===== config.mk =====
export PLATFORM = sky130hd
export DESIGN_NAME = are_result_event
export DESIGN_NICKNAME = d
export VERILOG_FILES = /design/src/common/are_pkg.sv /design/src/common/are_res_if.sv /design/src/rtl/are_result_event.sv /design/src/rtl/are_result_reg.sv
export SDC_FILE = /design/constraint.sdc
export NUM_CORES = 1
export LEC_CHECK = 0
export BUFFER_PORTS_ARGS = -buffer_cell sky130_fd_sc_hd__buf_2
export CAP_MARGIN = 10
export CORE_UTILIZATION = 45
export CTS_BUF_LIST = sky130_fd_sc_hd__clkbuf_8
export DETAILED_ROUTE_END_ITERATION = 16
export GPL_ROUTABILITY_DRIVEN = 0
export MAX_ROUTING_LAYER = met4
export PLACE_DENSITY = 0.67
export SYNTH_ARGS = -nofsm -noshare
export SYNTH_HDL_FRONTEND = slang
export SYNTH_SLANG_ARGS = --single-unit

===== constraint.sdc =====
create_clock -name CLK -period 1.7 [get_ports CLK]
set_clock_uncertainty 0.1 [all_clocks]
set_input_delay 0.17 -clock CLK [delete_from_list [all_inputs] [get_ports CLK]]
set_output_delay 0.17 -clock CLK [all_outputs]
set_load 0.01 [all_outputs]

===== src/common/are_pkg.sv =====
// shared constants for the converter result and event block
package are_pkg;
   // register byte offsets
   localparam logic [7:0] ARE_OFS_EIM_RES = 8'h40;
   localparam logic [7:0] ARE_OFS_CH7_RES = 8'h54;
   localparam logic [7:0] ARE_OFS_STATUS = 8'h78;
   localparam logic [7:0] ARE_OFS_MASK = 8'h7C;
   localparam logic [7:0] ARE_OFS_CTRL = 8'h84;
   localparam logic [7:0] ARE_OFS_PEND = 8'h88;
   // result register field positions
   localparam int ARE_BIT_OVERRUN = 18;
   localparam int ARE_BIT_VALID = 17;
   localparam int ARE_BIT_HOLD = 16;
   localparam int ARE_RES_W = 12;
   // status word bit positions
   localparam int ARE_NUM_CH = 8;
   localparam int ARE_IS_EIM = 8;
   localparam int ARE_IS_ESM = 9;
   localparam int ARE_IS_W = 10;
   // pad widths for short conversions
   localparam int ARE_PAD8 = 4;
   localparam int ARE_PAD10 = 2;
   localparam logic [31:0] ARE_ZERO = 32'h0000_0000;
   localparam logic [11:0] ARE_RES_RST = 12'h000;
   // names of the two conversion widths
   typedef enum logic {ARE_CONV8, ARE_CONV10} are_conv_t;
endpackage : are_pkg


===== src/common/are_res_if.sv =====
// carries one result register's update and access events
`timescale 1ns/1ps
interface are_res_if;
   logic load;
   logic last_repeat;
   logic conv10;
   logic [9:0] raw;
   logic sw_mode;
   logic rd;
   logic wr_hold;
   logic wr_data;
   logic [31:0] word;
   logic valid_rise;
   modport owner (input load, last_repeat, conv10, raw, sw_mode, rd,
      wr_hold, wr_data, output word, valid_rise);
   modport user (output load, last_repeat, conv10, raw, sw_mode, rd,
      wr_hold, wr_data, input word, valid_rise);
endinterface : are_res_if


===== src/rtl/are_result_event.sv =====
// result registers, events, dma requests and interrupt for the converter
//
// The implementer's own choice: the Avalon-MM register port.
`timescale 1ns/1ps
//
// Overview of operation
// - overrun flag bit 18 set when new result overwrites unread data
// - overrun only set in overwrite mode outside software mode
// - any read of the result register clears its overrun flag
// - valid flag bit 17 set on each hardware result update
// - valid flag cleared when software reads the register
// - mode bit 16: zero overwrites, one waits for read
// - 8-bit result sits in bits 11:4, low four bits zero
// - 10-bit result sits in bits 11:2, low two bits zero
// - bits 31:19 and 15:12 always read zero
// - exceptional result valid only after all repeats are done
// - dma requests for sequence, exceptional sequence, channels 0 to 7
// - channel 7 dma request on each result update, except in software mode
// - interrupt sources exceptional sequence, interrupt meas, channels 0-7
// - interrupt on each result update, except in software mode
// - status bits 7:0 channels, bit 8 interrupt meas, bit 9 exceptional sequence
module are_result_event
   import are_pkg::*;
(
   // clock and reset
   input wire logic CLK,
   input wire logic ARST_N,
   // avalon-mm slave
   input wire logic [7:0] AVS_ADDRESS,
   input wire logic AVS_READ,
   input wire logic AVS_WRITE,
   input wire logic [31:0] AVS_WRITEDATA,
   input wire logic [3:0] AVS_BYTEENABLE,
   output logic [31:0] AVS_READDATA,
   output logic AVS_WAITREQUEST,
   // results from the sequencer
   input wire logic CH7_LOAD,
   input wire logic EIM_LOAD,
   input wire logic EIM_LAST_REPEAT,
   input wire logic CONV10,
   input wire logic [9:0] RAW_RESULT,
   input wire logic SW_MODE,
   // events of channels 0 to 6 and the sequences, one-cycle pulses
   input wire logic [ARE_NUM_CH-2:0] CH_DONE_LOW,
   input wire logic SEQ_DONE,
   input wire logic ESM_DONE,
   // dma requests and interrupt
   output logic DMA_SEQ_REQ,
   output logic DMA_ESM_REQ,
   output logic [ARE_NUM_CH-1:0] DMA_CH_REQ,
   output logic IRQ
);
   logic [ARE_IS_W-1:0] status;
   logic [ARE_IS_W-1:0] mask;
   logic [ARE_IS_W-1:0] events;
   logic [ARE_IS_W-1:0] w1c;
   logic acc;
   logic ack;
   logic wr_ok;
   logic rd_ch7;
   logic rd_eim;
   logic [31:0] next_readdata;

   are_res_if ch7_if ();
   are_res_if eim_if ();

   // one-cycle wait so the read data come from a register
   assign acc = (AVS_READ || AVS_WRITE) && !ack;
   assign wr_ok = AVS_WRITE && acc && AVS_BYTEENABLE[2];
   assign rd_ch7 = AVS_READ && acc && (AVS_ADDRESS == ARE_OFS_CH7_RES);
   assign rd_eim = AVS_READ && acc && (AVS_ADDRESS == ARE_OFS_EIM_RES);

   // channel seven result register
   assign ch7_if.load = CH7_LOAD;
   assign ch7_if.last_repeat = 1'b1;
   assign ch7_if.conv10 = CONV10;
   assign ch7_if.raw = RAW_RESULT;
   assign ch7_if.sw_mode = SW_MODE;
   assign ch7_if.rd = rd_ch7;
   assign ch7_if.wr_hold = wr_ok && (AVS_ADDRESS == ARE_OFS_CH7_RES);
   assign ch7_if.wr_data = AVS_WRITEDATA[ARE_BIT_HOLD];

   are_result_reg u_ch7 (
      .clk(CLK),
      .arst_n(ARST_N),
      .rif(ch7_if.owner)
   );

   // exceptional measurement result register
   assign eim_if.load = EIM_LOAD;
   // valid only after the last repeat
   assign eim_if.last_repeat = EIM_LAST_REPEAT;
   assign eim_if.conv10 = CONV10;
   assign eim_if.raw = RAW_RESULT;
   assign eim_if.sw_mode = SW_MODE;
   assign eim_if.rd = rd_eim;
   assign eim_if.wr_hold = wr_ok && (AVS_ADDRESS == ARE_OFS_EIM_RES);
   assign eim_if.wr_data = AVS_WRITEDATA[ARE_BIT_HOLD];

   are_result_reg u_eim (
      .clk(CLK),
      .arst_n(ARST_N),
      .rif(eim_if.owner)
   );

   always_comb
   begin
      events = '0;
      events[ARE_NUM_CH-2:0] = CH_DONE_LOW & {(ARE_NUM_CH-1){!SW_MODE}};
      events[ARE_NUM_CH-1] = ch7_if.valid_rise;
      events[ARE_IS_EIM] = eim_if.valid_rise;
      events[ARE_IS_ESM] = ESM_DONE && !SW_MODE;
   end

   // write one to clear
   assign w1c = AVS_WRITE && acc && (AVS_ADDRESS == ARE_OFS_STATUS)
      ? {AVS_WRITEDATA[ARE_IS_W-1:8] & {(ARE_IS_W-8){AVS_BYTEENABLE[1]}},
         AVS_WRITEDATA[7:0] & {8{AVS_BYTEENABLE[0]}}}
      : '0;

   // sticky status, a new event wins over a clear
   genvar gi;
   generate
      for (gi = 0; gi < ARE_IS_W; gi++)
      begin : g_sts
         always_ff @(posedge CLK or negedge ARST_N)
         begin
            if (!ARST_N)
               status[gi] <= 1'b0;
            else if (events[gi])
               status[gi] <= 1'b1;
            else if (w1c[gi])
               status[gi] <= 1'b0;
         end
      end
   endgenerate

   // interrupt mask, byte lanes honoured
   always_ff @(posedge CLK or negedge ARST_N)
   begin
      if (!ARST_N)
         mask <= '0;
      else if (AVS_WRITE && acc && (AVS_ADDRESS == ARE_OFS_MASK))
      begin
         if (AVS_BYTEENABLE[0])
            mask[7:0] <= AVS_WRITEDATA[7:0];
         if (AVS_BYTEENABLE[1])
            mask[ARE_IS_W-1:8] <= AVS_WRITEDATA[ARE_IS_W-1:8];
      end
   end

   // level interrupt while an unmasked bit is set
   always_ff @(posedge CLK or negedge ARST_N)
   begin
      if (!ARST_N)
         IRQ <= 1'b0;
      else
         IRQ <= |((status | events) & mask);
   end

   // dma request pulses outside software mode, one cycle per done event or channel 7 result update
   always_ff @(posedge CLK or negedge ARST_N)
   begin
      if (!ARST_N)
      begin
         DMA_SEQ_REQ <= 1'b0;
         DMA_ESM_REQ <= 1'b0;
         DMA_CH_REQ <= '0;
      end
      else
      begin
         DMA_SEQ_REQ <= SEQ_DONE && !SW_MODE;
         DMA_ESM_REQ <= ESM_DONE && !SW_MODE;
         DMA_CH_REQ <= events[ARE_NUM_CH-1:0];
      end
   end

   // read mux; unmapped addresses read zero and writes are dropped
   always_comb
   begin
      next_readdata = ARE_ZERO;
      case (AVS_ADDRESS)
         ARE_OFS_CH7_RES: next_readdata = ch7_if.word;
         ARE_OFS_EIM_RES: next_readdata = eim_if.word;
         ARE_OFS_STATUS: next_readdata[ARE_IS_W-1:0] = status;
         ARE_OFS_MASK: next_readdata[ARE_IS_W-1:0] = mask;
         ARE_OFS_CTRL: next_readdata[0] = SW_MODE;
         ARE_OFS_PEND: next_readdata[ARE_IS_W-1:0] = status & mask;
         default: next_readdata = ARE_ZERO;
      endcase
   end

   // answer handshake: waitrequest drops one cycle after the request
   always_ff @(posedge CLK or negedge ARST_N)
   begin
      if (!ARST_N)
         ack <= 1'b0;
      else
         ack <= acc;
   end

   always_ff @(posedge CLK or negedge ARST_N)
   begin
      if (!ARST_N)
         AVS_WAITREQUEST <= 1'b1;
      else
         AVS_WAITREQUEST <= !acc;
   end

   always_ff @(posedge CLK or negedge ARST_N)
   begin
      if (!ARST_N)
         AVS_READDATA <= ARE_ZERO;
      else if (AVS_READ && acc)
         AVS_READDATA <= next_readdata;
   end
endmodule : are_result_event


===== src/rtl/are_result_reg.sv =====
// one result register with valid, overrun and hold-until-read flags
`timescale 1ns/1ps
module are_result_reg
   import are_pkg::*;
(
   // clock and reset
   input wire logic clk,
   input wire logic arst_n,
   // register events
   are_res_if.owner rif
);
   logic [ARE_RES_W-1:0] value;
   logic valid;
   logic overrun;
   logic hold;
   logic pending;
   logic [9:0] pend_raw;
   logic pend_c10;
   logic take;
   logic [9:0] src_raw;
   logic src_c10;
   logic [ARE_RES_W-1:0] aligned;

   // hold mode blocks replacement while unread data sits here
   // hold until read
   assign take = (rif.load && rif.last_repeat && !(hold && valid))
      || (pending && !valid);
   assign src_raw = (rif.load && rif.last_repeat && !(hold && valid))
      ? rif.raw : pend_raw;
   assign src_c10 = (rif.load && rif.last_repeat && !(hold && valid))
      ? rif.conv10 : pend_c10;

   always_comb
   begin
      if (src_c10)
         aligned = {src_raw, {ARE_PAD10{1'b0}}};
      else
         aligned = {src_raw[7:0], {ARE_PAD8{1'b0}}};
   end

   always_ff @(posedge clk or negedge arst_n)
   begin
      if (!arst_n)
         hold <= 1'b0;
      else if (rif.wr_hold)
         hold <= rif.wr_data;
   end

   // one-deep wait slot for a result refused in hold mode
   // any update empties the slot, so an older result never returns later
   always_ff @(posedge clk or negedge arst_n)
   begin
      if (!arst_n)
      begin
         pending <= 1'b0;
         pend_raw <= 10'h000;
         pend_c10 <= 1'b0;
      end
      else if (rif.load && rif.last_repeat && hold && valid)
      begin
         pending <= 1'b1;
         pend_raw <= rif.raw;
         pend_c10 <= rif.conv10;
      end
      else if (take)
         pending <= 1'b0;
   end

   // result field
   always_ff @(posedge clk or negedge arst_n)
   begin
      if (!arst_n)
         value <= ARE_RES_RST;
      else if (take)
         value <= aligned;
   end

   // valid set on update, set wins over read
   always_ff @(posedge clk or negedge arst_n)
   begin
      if (!arst_n)
         valid <= 1'b0;
      else if (take)
         valid <= 1'b1;
      else if (rif.rd)
         valid <= 1'b0;
   end

   // overrun only in overwrite mode and not software mode
   // cleared by read; an update landing together with a read sets no overrun
   always_ff @(posedge clk or negedge arst_n)
   begin
      if (!arst_n)
         overrun <= 1'b0;
      else if (take && valid && !rif.rd && !hold && !rif.sw_mode)
         overrun <= 1'b1;
      else if (rif.rd)
         overrun <= 1'b0;
   end

   always_comb
   begin
      rif.word = ARE_ZERO;
      rif.word[ARE_RES_W-1:0] = value;
      rif.word[ARE_BIT_HOLD] = hold;
      rif.word[ARE_BIT_VALID] = valid;
      rif.word[ARE_BIT_OVERRUN] = overrun;
   end

   // pulse on each update, even with valid already set, suppressed in software mode
   assign rif.valid_rise = take && !rif.sw_mode;
endmodule : are_result_reg


==> results of run 1 <==
metrics by stage:
stage	std cells	cell area, um^2	hold slack, ns	TNS (ns)
floorplan	471	4850	-0.226	0
global placement	670	5440	-0.0428	-0.0969
detailed placement	670	5440	-0.0386	-0.444
CTS	713	5930	0.00611	0
global route	713	5930	0.0282	0
finish	713	5930	0.0269	0
worst max path at each step:
stage | from | to | slack [ns]
2_1_floorplan | AVS_ADDRESS[7] | mask[8]$_DFFE_PN0P_ | 0.18
3_3_place_gp | AVS_ADDRESS[7] | mask[6]$_DFFE_PN0P_ | -0.03
3_5_place_dp | AVS_ADDRESS[7] | mask[8]$_DFFE_PN0P_ | -0.07
4_1_cts | CH_DONE_LOW[4] | IRQ$_DFF_PN0_ | 0.08
5_1_grt | CH_DONE_LOW[2] | IRQ$_DFF_PN0_ | 0.01
6_report | CH_DONE_LOW[4] | IRQ$_DFF_PN0_ | 0.06
worst register-to-register path, cell delays in order (launching register included):
cell and delay [ns]:
dfrtp_1 0.46, a21boi_1 0.22, buf_4 0.26, nor2_1 0.08
a31oi_1 0.21, o21ai_0 0.11
flip-flops by register name (all words and copies together) (netlist names), 8 cells and up:
name,cells
u_ch7.pend_raw,10
mask,10
DMA_CH_REQ,8
AVS_READDATA,15
u_eim.value,10
status,10
u_ch7.value,10
u_eim.pend_raw,10
layout make-up:
type,instances,area [um^2],area share
Tap cell,136,170,0.0287
Inverter,12,45.0,0.00759
Sequential cell,98,2450,0.414
Multi-Input combinational cell,320,2120,0.357
Timing Repair Buffer,131,926,0.156
Clock inverter,7,95.1,0.0160
Clock buffer,9,124,0.0209
cell usage after synthesis (all sizes together):
library cell	n	share of area
nor2b	12	0.016
o21ai	40	0.042
nand2	49	0.038
and4	2	0.0037
conb	1	0.00078
and3b	1	0.0018
a31oi	12	0.016
a21oi	16	0.017
mux2i	17	0.035
nand4	5	0.0097
clkbuf	12	0.0094
and3	2	0.0026
a21o	1	0.0016
nor3b	1	0.0026
a21boi	1	0.0016
a22oi	5	0.0078
o21bai	1	0.0016
or2	2	0.0026
nand2b	2	0.0026
mux2	54	0.13
nor2	38	0.031
o21a	1	0.0016
dfrtp	97	0.51
a221oi	9	0.016
a22o	10	0.018
or4b	1	0.0029
nand3	13	0.014
nor4b	1	0.0031
a32oi	1	0.0018
and2	2	0.0026
nor3	1	0.0034
buf	29	0.040
a211o	1	0.0018
dfstp	1	0.0055
inv	12	0.0094
o22ai	2	0.0026
cell families (layout without fill, tap and decap cells):
kind of cell           Yosys count  in the layout  share of synthesized area
AND/OR/NAND/NOR                132            132                      0.136
AO/OA/AOI/OAI                  100            100                      0.129
multiplexers                    71             71                      0.163
flip-flops                      98             98                      0.512
other                            1             17                   0.000782
buffers and inverters           53            159                     0.0590
layer usage:
metal  routed length, um  vias to the layer above  part of all wire  global-route usage
li1                    -                     1814                 -                   -
met1                5090                     1810              0.47               0.284
met2                5120                      111              0.47               0.328
met3                 550                       11             0.051              0.0318
met4                 131                        0             0.012              0.0744
met5                   0                        -                 0                   -
power by group:
part	switching, mW	internal [mW]	leakage [nW]
logic	0.398	0.375	1.49
registers	0.128	2.51	1.24
clock network	0.830	0.829	0.115
==> metrics.md, run 1 <==
| Metric | Value |
|---|---|
| Status | `finished clean` |
| Fin. max-slew vios | `0` |
| N_diodes | `0` |
| Root Driver | `clkbuf_8` |
| Via count | `3746` |
| Worst path cell trace | `dlygate4sd3_1 > buf_2 > nor2b_1 > o21ai_1 > nand4_1 > or2_0 > a211o_1` |
| Required time worst endpoint | `1.85 ns` |
| First-pass detailed-route iteration total | `4` |
| TritonCTS Buffers | `9` |
| Largest net degree at the start of global routing | `46` |
| Port buffer count | `76` |
| Hold path startpoint | `RAW_RESULT[1]` |
| Initial DRC count | `176` |
| Post-CTS Setup Bufs | `0` |
| Reg clk slew, reported paths | `around 0.090 ns` |
| Delay of the slowest critical-path stage | `0.54 ns` |
| RSZ-0062 raised after global routing | `no` |
| Remaining antenna violation count | `0` |
| Overflow after GRT | `0` |
| FMAX | `0.611 GHz` |
| Total power | `5.07 mW` |
| Max cap viols | `0` |
| Type of origin of the critical path | `input pin` |
| HP Class | `input pin to flip-flop` |
| PD cells | `about 860 mW/mm^2` |
| HPWL Detailed | `7840 um` |
| Die Span X | `between 100 and 150 um` |
| Global-route wire length before repair | `~18000 um` |
| Initial Util | `0.464` |
| YS warnings | `0` |
| Post-synthesis sequential area ratio | `0.512` |
| Clk buf depth | `2` |
| Top Family by Delay on Critical Path | `buffers and inverters` |
| R2r startpoint | `u_ch7.hold$_DFFE_PN0P_` |
| Clk sink count | `98` |
| Most common cell after layout, fill and taps aside | `dfrtp_1` |
| WP depth | `7` |
| FILL cells | `~900` |
| I/O pin total | `116` |
| Fin. Hold Viols | `0` |
| Die area | `0.0111 mm^2` |
| Syn_area_per_cell | `roughly 11 um^2` |
| Post-place setup slack | `-0.0680 ns` |
| Worst path bufs/invs | `2` |
| Post-synthesis cell count | `455` |
| Worst-path maximum fanout | `4` |
| Slowest cell on crit path | `dlygate4sd3_1` |
| Synth-to-layout area growth | `23.7%` |
| Hold-fix buffers, CTS | `27` |
| Vias in the first global route | `3586` |
| Core Region | `0.0103 mm^2` |
| Total Nets Final | `644` |
| Gr usage total | `0.212` |
| Skew-Pair Late Insertion Delay | `~0.37 ns` |
| Commonest non-fill, non-tap cells in the layout | `97 x dfrtp_1, 75 x buf_2, 53 x mux2_2` |
| Final Core Density | `0.574` |
| Max IR drop VDD | `0.460 mV` |
| Yosys reg bits | `98` |
| CTS tree | `yes` |
| Final WL | `around 11000 um` |
| Mapped cell area | `~0.0048 mm^2` |
| Antenna violations before repair | `0` |
| DRC | `0` |
| Fin worst setup slack | `0.0646 ns` |
| Critical Path AT | `1.78 ns` |
| Vert. Die Dim | `about 110 um` |
| Hold Path End | `u_eim.pend_raw[1]$_DFFE_PN0P_` |
| RR Endpoint | `u_ch7.value[3]$_DFFE_PN0P_` |
| Wire per inst | `15.3 um` |
| Vias per cell | `roughly 5.3` |
| Post-CTS sizing | `0` |
| H-tree depth | `3` |
| Leakage | `2.84 nW` |
| Crit end category | `flip-flop` |
| Worst reg2reg path depth | `5` |
| Final number of setup-violating endpoints | `0` |
| Worst reg2reg setup slack | `0.13 ns` |
| Share of cells above drive strength 1 | `0.315` |
| Fin crit period | `around 1.6 ns` |
| Worst Path Class, Setup | `input pin to flip-flop` |
| Period utilization | `0.962` |
| Hold depth | `2` |
| Row count | `37` |
| Distinct cell type count after synthesis | `43` |
No activity file was read; power rests on OpenSTA's default activity.
==> inputs of run 2 (changes only) <==
BUFFER_PORTS_ARGS = not set   (was -buffer_cell sky130_fd_sc_hd__buf_2)
DONT_BUFFER_PORTS = 1   (was not set)
PLACE_DENSITY = 0.58   (was 0.67)
RECOVER_POWER = 25   (was not set)
==> metrics.md, run 2 (same netlist as run 1, synthesis figures left out) <==
| Metric | Value |
|---|---|
| First-pass detailed-route iteration total | `4` |
| Commonest non-fill, non-tap cells in the layout | `97 x dfrtp_1, 53 x mux2_2, 48 x nand2_1` |
| PD cells | `885 mW/mm^2` |
| RSZ-0062 raised after global routing | `no` |
| Failing checks | `negative hold slack` |
| Max IR drop VDD | `approximately 0.48 mV` |
| Reg clk slew, reported paths | `0.10 ns` |
| Die Span X | `105 um` |
| CTS tree | `yes` |
| Clk sink count | `98` |
| M3 GR Usage | `0.0474` |
| Fin. Hold Viols | `98` |
| TritonCTS Buffers | `9` |
| R2r startpoint | `status[0]$_DFFE_PN0P_` |
| Worst Path Class, Setup | `flip-flop to flip-flop` |
| Row count | `37` |
| Wire per inst | `roughly 17 um` |
| Critical Path Source | `status[0]$_DFFE_PN0P_` |
| Fin. max-slew vios | `0` |
| Worst reg2reg path depth | `4` |
| Met2 usage | `0.336` |
| Total Nets Final | `about 570` |
| Vias in the first global route | `between 3000 and 4000` |
| Core Region | `between 0.01 and 0.015 mm^2` |
| Net switching fraction of the power | `0.252` |
| Share of cells above drive strength 1 | `0.204` |
| Root Driver | `clkbuf_8` |
| Initial Util | `0.464` |
| Worst reg2reg setup slack | `0.15 ns` |
| Vert. Die Dim | `around 110 um` |
| Setup crit end | `IRQ$_DFF_PN0_` |
| Final Core Density | `0.536` |
| Port buffer count | `0` |
| Comb pwr share | `0.113` |
| Final number of setup-violating endpoints | `0` |
| Fin Hold WS | `-0.606 ns` |
| Status | `finished with violations` |
| Crit end category | `flip-flop` |
| Met1 GRT Util | `0.288` |
| Max FFs per register | `15` |
| Max cap viols | `0` |
| HP Class | `input pin to asynchronous set/reset pin` |
| Most common cell after layout, fill and taps aside | `dfrtp_1` |
| Clock power share | `0.341` |
| Via count | `approximately 3500` |
| Period utilization | `0.911` |
| Initial DRC count | `174` |
| Clk buf depth | `2` |
| Critical Path AT | `1.69 ns` |
| P_sw | `1.24 mW` |
| Slew of the pin with the lowest slew margin | `0.516 ns` |
| I/O pin total | `116` |
| Skew-Pair Late Insertion Delay | `0.35 ns` |
| N_diodes | `0` |
| Die area | `~0.011 mm^2` |
| Final WL | `11000 um` |
| Largest register by flop count | `AVS_READDATA` |
| Largest net degree at the start of global routing | `about 100` |
| H-tree depth | `3` |
| Synth-to-layout area growth | `15.5%` |
| Global-route wire length before repair | `18000 um` |
| Gr busiest metal | `met2` |
| Required time worst endpoint | `1.84 ns` |
| Worst-path maximum fanout | `4` |
| Slew margin rel. | `0.656` |
| Hold-fix buffers, CTS | `35` |
| Overflow after GRT | `0` |
| Sequential Power Share | `0.545` |
| Gr usage total | `0.215` |
| Leakage | `2.52 nW` |
| Fin area | `0.00554 mm^2` |
| Type of origin of the critical path | `flip-flop` |
| Total power | `roughly 4.9 mW` |
| Fin crit period | `1.55 ns` |
| FMAX | `0.646 GHz` |
| Vias per cell | `roughly 5.4` |
| Remaining antenna violation count | `0` |
| Post-DP Area | `a little under 0.005 mm^2` |
| FILL cells | `957` |
| RR Endpoint | `IRQ$_DFF_PN0_` |
| Antenna violations before repair | `0` |
| Internal Power | `3.67 mW` |
| HPWL Detailed | `roughly 7500 um` |
| DRC | `0` |
[run 2: cell count changes in the layout (fill, tap and decap cells not counted), sizes merged]
cell	delta
buf	-80
clkbuf	+1
clkinv	-2
clkinvlp	+1
dlygate4sd3	+8
[run 2: through the flow]
step	setup TNS, ns	worst slack (ns)	hold WS (ns)	std cells
CTS	0	0.0968	-0.621	641
floorplan	0	0.176	-0.226	471
global route	0	0.0512	-0.638	641
global placement	0	0.0291	-0.223	590
detailed placement	-0.0000738	-0.0000738	-0.224	590
finish	0	0.152	-0.606	641
[run 2: worst min-delay path by stage]
| stage | end | depth (start not counted) | from | slack (ns) |
|---|---|---|---|---|
| after global routing | DMA_CH_REQ[2]$_DFF_PN0_ | 0 | ARST_N | -0.64 |
| after CTS | DMA_CH_REQ[2]$_DFF_PN0_ | 0 | ARST_N | -0.62 |
| after detailed placement | status[2]$_DFFE_PN0P_ | 0 | ARST_N | -0.22 |
| after floorplan | AVS_READDATA[0]$_DFFE_PN0N_ | 0 | ARST_N | -0.23 |
| final | DMA_CH_REQ[2]$_DFF_PN0_ | 0 | ARST_N | -0.61 |
| after global placement | DMA_CH_REQ[2]$_DFF_PN0_ | 0 | ARST_N | -0.22 |
[run 2: repair_timing]
| action | CTS | global route |
|---|---|---|
| setup buffers | 0 | 0 |
| endpoints found under the hold margin | 160 | 98 |
| gates resized for setup | 0 | 1 |
| endpoints found under the setup margin | 0 | 1 |
[run 2: final cells by class]
class / count / area, um^2 / area share
repair buffers: 59 / 531 / 0.0958
multi-input cells: 320 / 2120 / 0.383
clock buffers: 10 / 138 / 0.0249
clock inverters: 6 / 81.3 / 0.0147
flip-flops and latches: 98 / 2450 / 0.443
inverters: 12 / 45.0 / 0.00813
well taps: 136 / 170 / 0.0307
[run 2: critical path: stages, from the launching register on]
cell     delay, ns
dfrtp_1       0.41
o21ai_0       0.22
nand4_1       0.18
or2_0         0.24
a211o_1       0.29
[run 2: metal layers]
| layer | wire length, um | vias to the layer above |
|---|---|---|
| li1 | - | 1660 |
| met2 | 5170 | 80 |
| met3 | 466 | 5 |
| met1 | 5330 | 1717 |
| met4 | 47 | 0 |
| met5 | 0 | - |
[run 2: power by group through the flow]
stage               Sequential [mW]  Clock [mW]  Combinational (mW)
floorplan                      2.67           0               0.432
global placement               2.72           0               0.466
detailed placement             2.72           0               0.475
CTS                            2.68        1.71               0.557
global route                   2.70        1.81               0.616
finish                         2.67        1.67               0.556
